## src/rtl/lgc_pkg.sv

```systemverilog
/*
  lgc_pkg: constants and carrier types for the display controller global
  control, shadow reload, background colour and interrupt block.
  assumes a 32-bit Avalon-MM register port with byte addresses.
*/
package lgc_pkg;

  // ----------------------------------------------------------------------
  // register byte offsets
  // ----------------------------------------------------------------------
  localparam logic [7:0] LGC_OFS_GLOBAL_CONTROL = 8'h18;
  localparam logic [7:0] LGC_OFS_SHADOW_RELOAD = 8'h24;
  localparam logic [7:0] LGC_OFS_BACKGROUND_COLOR = 8'h2c;
  localparam logic [7:0] LGC_OFS_IRQ_ENABLE = 8'h34;
  localparam logic [7:0] LGC_OFS_IRQ_STATUS = 8'h38;
  localparam logic [7:0] LGC_OFS_IRQ_CLEAR = 8'h3c;
  localparam logic [7:0] LGC_OFS_LINE_IRQ_POSITION = 8'h40;
  // shadow window for layer registers: first and last byte offset
  localparam logic [7:0] LGC_OFS_LAYER_FIRST = 8'h84;
  localparam logic [7:0] LGC_OFS_LAYER_LAST = 8'hfc;

  // ----------------------------------------------------------------------
  // field positions
  // ----------------------------------------------------------------------
  localparam int LGC_BIT_HSYNC_POL = 31;
  localparam int LGC_BIT_VSYNC_POL = 30;
  localparam int LGC_BIT_DE_POL = 29;
  localparam int LGC_BIT_PCLK_INV = 28;
  localparam int LGC_BIT_DITHER_ON = 16;
  localparam int LGC_BIT_CTRL_EN = 0;
  localparam int LGC_LSB_DITHER_RED = 12;
  localparam int LGC_LSB_DITHER_GREEN = 8;
  localparam int LGC_LSB_DITHER_BLUE = 4;
  localparam int LGC_BIT_VBLANK_RELOAD = 1;
  localparam int LGC_BIT_IMMEDIATE_RELOAD = 0;
  localparam int LGC_BIT_RELOAD_FLAG = 3;
  localparam int LGC_BIT_BUS_ERROR_FLAG = 2;
  localparam int LGC_BIT_UNDERRUN_FLAG = 1;
  localparam int LGC_BIT_LINE_FLAG = 0;
  localparam int LGC_LINE_W = 11;
  localparam int LGC_NUM_FLAGS = 4;

  // ----------------------------------------------------------------------
  // reset values
  // ----------------------------------------------------------------------
  localparam logic [2:0] LGC_DITHER_WIDTH_RST = 3'h2;
  localparam logic [31:0] LGC_RST_GLOBAL_CONTROL = 32'h0000_2220;
  localparam logic [31:0] LGC_RST_ZERO = 32'h0000_0000;
  localparam int LGC_LAYER_WORDS = 32;

  // ----------------------------------------------------------------------
  // carriers
  // ----------------------------------------------------------------------
  typedef struct packed {
    logic hsync;
    logic vsync;
    logic de;
  } lgc_sync_s;

  typedef struct packed {
    logic reload;
    logic bus_error;
    logic underrun;
    logic line;
  } lgc_flags_s;

endpackage : lgc_pkg

```

## src/rtl/lgc_ctrl.sv

```systemverilog
/*
  lgc_ctrl: global control, shadow reload, background colour and
  interrupt logic of an lcd-tft display controller.
  assumes a single clock, synchronous event inputs from the timing
  generator and fetch datapath, and an Avalon-MM master with waitrequest.
*/
// Chosen here: the Avalon-MM interface to the registers.
// Behaviour
// - hsync polarity bit 31 sets output level
// - vsync polarity bit 30 sets output level
// - data enable polarity bit 29 sets level
// - bit 28 inverts pixel clock when set
// - read-only dither widths at 14:12, 10:8, 6:4
// - bit 0 enables the whole controller
// - vblank reload at first line after active
// - immediate reload copies shadows at once
// - layer registers shadowed except lookup writes
// - shadowed reads return active values
// - 24-bit background colour, read and write
// - enable bits gate each flag onto interrupt
// - reload flag set by vblank reload
// - bus error sets transfer error flag
// - empty fifo read sets underrun flag
// - programmed line reached sets line flag
// - write one to clear register clears flag
// - 11-bit line position, read and write
`timescale 1ns/1ps
module lgc_ctrl
  import lgc_pkg::*;
#(
  parameter int LAYER_WORDS = LGC_LAYER_WORDS,
  parameter logic [7:0] LUT_OFS_L1 = 8'hc4,
  parameter logic [7:0] LUT_OFS_L2 = 8'hc8
) (
  // clock, reset, enable
  input wire logic i_clk,
  input wire logic i_arst_n,
  input wire logic i_ce,
  // avalon-mm slave
  input wire logic [7:0] i_avs_address,
  input wire logic i_avs_read,
  input wire logic i_avs_write,
  input wire logic [31:0] i_avs_writedata,
  input wire logic [3:0] i_avs_byteenable,
  output logic [31:0] o_avs_readdata,
  output logic o_avs_waitrequest,
  // timing generator and datapath events
  input wire lgc_sync_s i_sync_raw,
  input wire logic i_pixel_clk,
  input wire logic [LGC_LINE_W-1:0] i_scan_line,
  input wire logic i_line_start,
  input wire logic i_after_active,
  input wire logic i_bus_error,
  input wire logic [1:0] i_fifo_empty_read,
  // panel and datapath outputs
  output lgc_sync_s o_sync,
  output logic o_pixel_clk,
  output logic o_dither_on,
  output logic o_controller_enable,
  output logic [23:0] o_background,
  output logic o_reload_pulse,
  output logic [LAYER_WORDS*32-1:0] o_layer_active,
  output logic [31:0] o_lut_wdata,
  output logic [1:0] o_lut_we,
  output logic o_irq
);

  // ----------------------------------------------------------------------
  // register state
  // ----------------------------------------------------------------------
  logic [3:0] pol_bits;
  logic dither_on;
  logic controller_enable;
  logic vblank_reload;
  logic immediate_reload;
  logic [23:0] background;
  lgc_flags_s irq_enable;
  lgc_flags_s irq_status;
  logic [LGC_LINE_W-1:0] line_irq_line;
  logic [31:0] shadow_mem [LAYER_WORDS];
  logic [31:0] active_mem [LAYER_WORDS];
  logic ack;

  // ----------------------------------------------------------------------
  // bus decode
  // ----------------------------------------------------------------------
  wire logic req = (i_avs_read | i_avs_write) & ~ack;
  wire logic wr_go = i_avs_write & req & i_ce;
  wire logic hit_gcr = i_avs_address == LGC_OFS_GLOBAL_CONTROL;
  wire logic hit_srl = i_avs_address == LGC_OFS_SHADOW_RELOAD;
  wire logic hit_bg = i_avs_address == LGC_OFS_BACKGROUND_COLOR;
  wire logic hit_ien = i_avs_address == LGC_OFS_IRQ_ENABLE;
  wire logic hit_ist = i_avs_address == LGC_OFS_IRQ_STATUS;
  wire logic hit_icl = i_avs_address == LGC_OFS_IRQ_CLEAR;
  wire logic hit_lip = i_avs_address == LGC_OFS_LINE_IRQ_POSITION;
  wire logic hit_lut = (i_avs_address == LUT_OFS_L1) | (i_avs_address == LUT_OFS_L2);
  wire logic in_layer = (i_avs_address >= LGC_OFS_LAYER_FIRST)
                      & (i_avs_address <= LGC_OFS_LAYER_LAST) & ~hit_lut;
  wire logic [7:0] layer_ofs = i_avs_address - LGC_OFS_LAYER_FIRST;
  wire logic [4:0] layer_idx = layer_ofs[6:2];
  wire logic [31:0] wmask = {{8{i_avs_byteenable[3]}}, {8{i_avs_byteenable[2]}},
                             {8{i_avs_byteenable[1]}}, {8{i_avs_byteenable[0]}}};
  wire logic [31:0] wd = i_avs_writedata & wmask;

  // reload triggers
  wire logic vblank_hit = vblank_reload & i_line_start & i_after_active;
  wire logic do_reload = immediate_reload | vblank_hit;

  // flag events and clears; set wins over clear
  wire lgc_flags_s ev = '{reload: vblank_hit,
                          bus_error: i_bus_error,
                          underrun: |i_fifo_empty_read,
                          line: i_line_start & (i_scan_line == line_irq_line)};
  wire lgc_flags_s clr = (wr_go & hit_icl) ? lgc_flags_s'(wd[3:0]) : '0;
  wire lgc_flags_s next_status = ev | (irq_status & ~clr);
  wire lgc_flags_s next_irq_enable = (wr_go & hit_ien & i_avs_byteenable[0])
                                   ? lgc_flags_s'(wd[3:0]) : irq_enable;

  // ----------------------------------------------------------------------
  // read mux
  // ----------------------------------------------------------------------
  wire logic [31:0] gcr_rd = {pol_bits, 11'h000, dither_on, 1'b0, LGC_DITHER_WIDTH_RST,
                              1'b0, LGC_DITHER_WIDTH_RST, 1'b0, LGC_DITHER_WIDTH_RST,
                              3'h0, controller_enable};
  wire logic [31:0] next_rdata =
      hit_gcr ? gcr_rd :
      hit_srl ? {30'h0, vblank_reload, immediate_reload} :
      hit_bg ? {8'h00, background} :
      hit_ien ? {28'h0, irq_enable} :
      hit_ist ? {28'h0, irq_status} :
      hit_lip ? {21'h0, line_irq_line} :
      in_layer ? active_mem[layer_idx] : LGC_RST_ZERO;

  // ----------------------------------------------------------------------
  // bus handshake: one wait cycle, answer on the second
  // ----------------------------------------------------------------------
  always_ff @(posedge i_clk or negedge i_arst_n) begin
    if (!i_arst_n) begin
      ack <= 1'b0;
      o_avs_readdata <= LGC_RST_ZERO;
    end else if (i_ce) begin
      ack <= req;
      if (req) begin
        o_avs_readdata <= i_avs_read ? next_rdata : LGC_RST_ZERO;
      end
    end
  end
  assign o_avs_waitrequest = ~ack;

  // ----------------------------------------------------------------------
  // global control, colour, enable and position registers
  // ----------------------------------------------------------------------
  always_ff @(posedge i_clk or negedge i_arst_n) begin
    if (!i_arst_n) begin
      pol_bits <= 4'h0;
      dither_on <= 1'b0;
      controller_enable <= 1'b0;
      background <= 24'h000000;
      irq_enable <= '0;
      line_irq_line <= '0;
    end else if (wr_go) begin
      if (hit_gcr && i_avs_byteenable[3]) begin
        pol_bits <= wd[LGC_BIT_HSYNC_POL:LGC_BIT_PCLK_INV];
      end
      if (hit_gcr && i_avs_byteenable[2]) begin
        dither_on <= wd[LGC_BIT_DITHER_ON];
      end
      if (hit_gcr && i_avs_byteenable[0]) begin
        controller_enable <= wd[LGC_BIT_CTRL_EN];
      end
      if (hit_bg) begin
        background <= (background & ~wmask[23:0]) | wd[23:0];
      end
      if (hit_ien && i_avs_byteenable[0]) begin
        irq_enable <= lgc_flags_s'(wd[3:0]);
      end
      if (hit_lip) begin
        line_irq_line <= (line_irq_line & ~wmask[10:0]) | wd[10:0];
      end
    end
  end

  // ----------------------------------------------------------------------
  // reload requests: software sets, only hardware clears
  // ----------------------------------------------------------------------
  always_ff @(posedge i_clk or negedge i_arst_n) begin
    if (!i_arst_n) begin
      vblank_reload <= 1'b0;
      immediate_reload <= 1'b0;
    end else if (i_ce) begin
      immediate_reload <= (wr_go & hit_srl & wd[LGC_BIT_IMMEDIATE_RELOAD]);
      vblank_reload <= (vblank_reload & ~vblank_hit)
                     | (wr_go & hit_srl & wd[LGC_BIT_VBLANK_RELOAD]);
    end
  end

  // ----------------------------------------------------------------------
  // layer shadow and active copies, one entry per word
  // ----------------------------------------------------------------------
  for (genvar gi = 0; gi < LAYER_WORDS; gi++) begin : g_layer
    always_ff @(posedge i_clk or negedge i_arst_n) begin
      if (!i_arst_n) begin
        shadow_mem[gi] <= LGC_RST_ZERO;
        active_mem[gi] <= LGC_RST_ZERO;
      end else if (i_ce) begin
        if (wr_go && in_layer && layer_idx == 5'(gi)) begin
          shadow_mem[gi] <= (shadow_mem[gi] & ~wmask) | wd;
        end
        if (do_reload) begin
          active_mem[gi] <= shadow_mem[gi];
        end
      end
    end
    assign o_layer_active[gi*32 +: 32] = active_mem[gi];
  end

  // ----------------------------------------------------------------------
  // status flags and outputs
  // ----------------------------------------------------------------------
  always_ff @(posedge i_clk or negedge i_arst_n) begin
    if (!i_arst_n) begin
      irq_status <= '0;
      o_irq <= 1'b0;
      o_sync <= '0;
      o_pixel_clk <= 1'b0;
      o_dither_on <= 1'b0;
      o_controller_enable <= 1'b0;
      o_background <= 24'h000000;
      o_reload_pulse <= 1'b0;
      o_lut_wdata <= LGC_RST_ZERO;
      o_lut_we <= 2'b00;
    end else if (i_ce) begin
      irq_status <= next_status;
      o_irq <= |(next_status & next_irq_enable);
      o_sync.hsync <= i_sync_raw.hsync ~^ pol_bits[3];
      o_sync.vsync <= i_sync_raw.vsync ~^ pol_bits[2];
      o_sync.de <= i_sync_raw.de ~^ pol_bits[1];
      o_pixel_clk <= i_pixel_clk ^ pol_bits[0];
      o_dither_on <= dither_on;
      o_controller_enable <= controller_enable;
      o_background <= background;
      o_reload_pulse <= do_reload;
      o_lut_wdata <= wd;
      o_lut_we <= {wr_go & (i_avs_address == LUT_OFS_L2),
                   wr_go & (i_avs_address == LUT_OFS_L1)};
    end
  end
endmodule : lgc_ctrl

```

## config.mk

```make
export PLATFORM = sky130hd
export DESIGN_NAME = lgc_ctrl
export DESIGN_NICKNAME = d
export VERILOG_FILES = /design/src/rtl/lgc_pkg.sv /design/src/rtl/lgc_ctrl.sv
export SDC_FILE = /design/constraint.sdc
export NUM_CORES = 2
export LEC_CHECK = 0
export BUFFER_PORTS_ARGS = -buffer_cell sky130_fd_sc_hd__buf_2
export CAP_MARGIN = 25
export CORE_AREA = 3 3 458 460
export CTS_BUF_LIST = sky130_fd_sc_hd__clkbuf_4 sky130_fd_sc_hd__clkbuf_8
export DETAILED_ROUTE_END_ITERATION = 16
export DIE_AREA = 0 0 461 463
export RECOVER_POWER = 25
export SETUP_SLACK_MARGIN = 0.1
export SYNTH_ARGS = -nofsm -noshare
export SYNTH_HDL_FRONTEND = slang
export SYNTH_SLANG_ARGS = --single-unit
```

## constraint.sdc

```tcl
create_clock -name i_clk -period 4.3 [get_ports i_clk]
set_input_delay 0.215 -clock i_clk [delete_from_list [all_inputs] [get_ports i_clk]]
set_output_delay 0.215 -clock i_clk [all_outputs]
set_load 0.01 [all_outputs]
```

==> metrics.md <==
| Metric | Value |
|---|---|
| Tot Pwr | `44.4 mW` |
| First-pass GRT wire length | `482000 um` |
| Critical path startpoint category | `input port` |
| Syn Inst Count | `5709` |
| Post-CTS setup buffers | `0` |
| Port bufs | `1191` |
| Critical Path RT | `5.50 ns` |
| CTS tree | `done` |
| Ys flop type | `dfrtp_1` |
| Die Wd | `461 um` |
| Synth Area per Inst | `15.9 um2` |
| Area contributors post-synth | `dfrtp_1 (61%), mux2_2 (26%), mux4_2 (6.5%)` |
| GRT Max-Usage Layer | `met2` |
| H-tree Lvls | `5` |
| Number of global-route vias before repair | `60000` |
| Register bit total from synthesis | `2198` |
| Hold path startpoint | `i_avs_writedata[15]` |
| Most common cell in the synthesized netlist | `dfrtp_1` |
| Clk pin slew, worst setup/hold paths | `0.06 ns` |
| Mapped Nets | `5783` |
| Number of cells upsized or downsized after cts | `0` |
| Fin Setup TNS | `0 ns` |
| Slew headroom | `-51.2%` |
| Post-DP HPWL | `249000 um` |
| Pins over their slew limit | `753` |
| YS warnings | `0` |
| Root Driver | `clkbuf_8` |
| Worst skew pair latency | `1.10 ns` |
| Synth top area share | `60.5%` |
| Clock Skews | `0.111 ns` |
| Initial Utilization | `44.0%` |
| Critical path endpoint category | `async pin` |
| Asr flop ratio synth | `100%` |
| PD cells | `404 nW/um2` |
| Pre-antenna DRT Iters | `8` |
| # IOs | `1192` |
| Reg2Reg Setup Slack | `0.79 ns` |
| Critical Path AT | `4.95 ns` |
| GRT met2 Usage | `52.3%` |
| Fmax achieved | `267 MHz` |
| Hold_buf cts | `78` |
| Worst VDD drop | `0.294 mV` |
| Max FO, Critical Path | `40` |
| Layout filler cell count | `17300` |
| Row cnt | `167` |
| Worst slew pin tran | `2.27 ns` |
| Detailed Route WL | `345000 um` |
| Setup Viol. Count Final | `0` |
| Initial antenna violation count | `33` |
| Layout overhead on the synthesized area | `20.8%` |
| Static leakage | `58.1 nW` |
| Placer congestion estimate | `0.892` |
| Status | `complete, but fails checks` |
| Final antenna-violating net count | `0` |
| Area of the mapped netlist | `90900 um2` |
| Core Area | `206000 um2` |
| Vias per cell | `5.71` |
| Largest net degree at the start of global routing | `135` |
| Grt ovf | `0` |
| Sequential share of the synthesized area | `60.5%` |
| Setup Crit Path Kind | `input port to async pin` |
| DRT iter0 DRCs | `4251` |
| Worst Hold Depth | `4` |
| TritonCTS buffer count | `393` |
| Nets | `7263` |
| Largest area contributor in the netlist | `dfrtp_1` |
| Total die area | `213000 um2` |
| Final Util | `53.2%` |
| Fin crit share | `87.1%` |
| DIE HEIGHT | `463 um` |
| Post-synth EDFFs | `0` |
| Hold Crit Class | `input port to flop` |
| Gr usage total | `32.0%` |
| RSZ-0062 raised after global routing | `no` |
| DRC violations left | `0` |
| Routed WL per cell | `33.8 um` |
| Hold endpoint | `o_lut_wdata[15]$_DFFE_PN0P_` |
| Failing checks | `capacitance limit, slew limit` |
| Max clock buf depth | `4` |
| Worst r2r path cells | `9` |
| GR Util met3 | `9.17%` |
| Crit path time final | `3.75 ns` |
| Min Hold Slack | `0.0380 ns` |
| Post-synth cell types | `66` |
| GR met1 Demand/Resource | `39.0%` |
| Fin. Hold Viols | `0` |
| Max cap viols | `11` |
| Reg2Reg Capture Point | `o_irq$_DFFE_PN0P_` |
| Layout cells sized above 1 | `60.2%` |
| Post-synth top cells | `dfrtp_1 (2198), mux2_2 (2117), clkbuf_1 (278), mux4_2 (261), nand2_1 (131)` |
| Vias | `58200` |
| R2r startpoint | `ack$_DFFE_PN0P_` |
| Clock Sinks | `2198` |
[power breakdown]
part,total [mW],internal [mW],switching (mW)
clock network,20.6,11.9,8.72
registers,21.4,21.1,0.248
logic,2.42,0.777,1.64
[critical path, stage by stage]
cell and delay, ns:
dlygate4sd3_1 0.53, clkbuf_2 1.54, clkbuf_1 1.50, clkbuf_2 0.72
buf_4 0.30
[cell type report]
cell class / instances / area [um2] / area share [%]
well taps: 2704 / 3380 / 3.08
multi-input cells: 3113 / 34400 / 31.4
flip-flops and latches: 2198 / 55000 / 50.1
clock inverters: 43 / 415 / 0.378
clock buffers: 624 / 7840 / 7.14
diodes: 21 / 52.6 / 0.0479
inverters: 43 / 161 / 0.147
repair buffers: 1440 / 8520 / 7.76
[layout by cell type, fill, tap and decap left out, types with 58 or more instances in the layout]
cell type      instances
dfrtp_1             2198
o21ai_0               58
nand2_1              129
nand3_1               63
nor2_2                84
buf_2               1188
clkbuf_4             123
mux4_2               261
dlygate4sd3_1         77
mux2_2              2117
clkbuf_8             504
mux2i_1               79
buf_4                 83
[stage by stage]
step,area (um2),std cells,setup WS [ns]
after floorplan,90900,5709,0.331
after global placement,101000,9409,0.113
after detailed placement,101000,9417,0.512
after CTS,110000,10200,0.853
after global routing,110000,10200,0.419
final,110000,10200,0.553
[worst max path at each step]
stage / cells past startpoint / slack (ns) / startpoint / end
floorplan: 15 / 0.33 / i_avs_address[2] / o_avs_readdata[10]$_DFFE_PN0P_
global placement: 9 / 0.11 / i_avs_address[3] / flop
detailed placement: 9 / 0.51 / i_avs_address[2] / flop
CTS: 9 / 0.85 / ack$_DFFE_PN0P_ / o_irq$_DFFE_PN0P_
global route: 5 / 0.42 / i_arst_n / async pin
finish: 5 / 0.55 / i_arst_n / async pin
[routing by layer]
metal	routed length, um	vias to the layer above	share of wire (%)
met5	71	-	0.021
met4	18700	12	5.4
met3	27700	589	8.0
met2	167000	2190	49
met1	131000	31500	38
li1	-	23900	-
[kinds of logic (layout without fill, tap and decap cells)]
logic type      Yosys count  count (layout)  share of synthesized area, %
mux                    2462            2462                          33.6
xor+xnor                 19              19                         0.191
simple gates            416             416                          2.32
fa+ha+maj                 5               5                        0.0688
other cells               0              21                             0
compound gates          211             211                          1.55
buf+inv                 398            2150                          1.74
flops                  2198            2198                          60.5
Power figures use the tool's default switching activity.
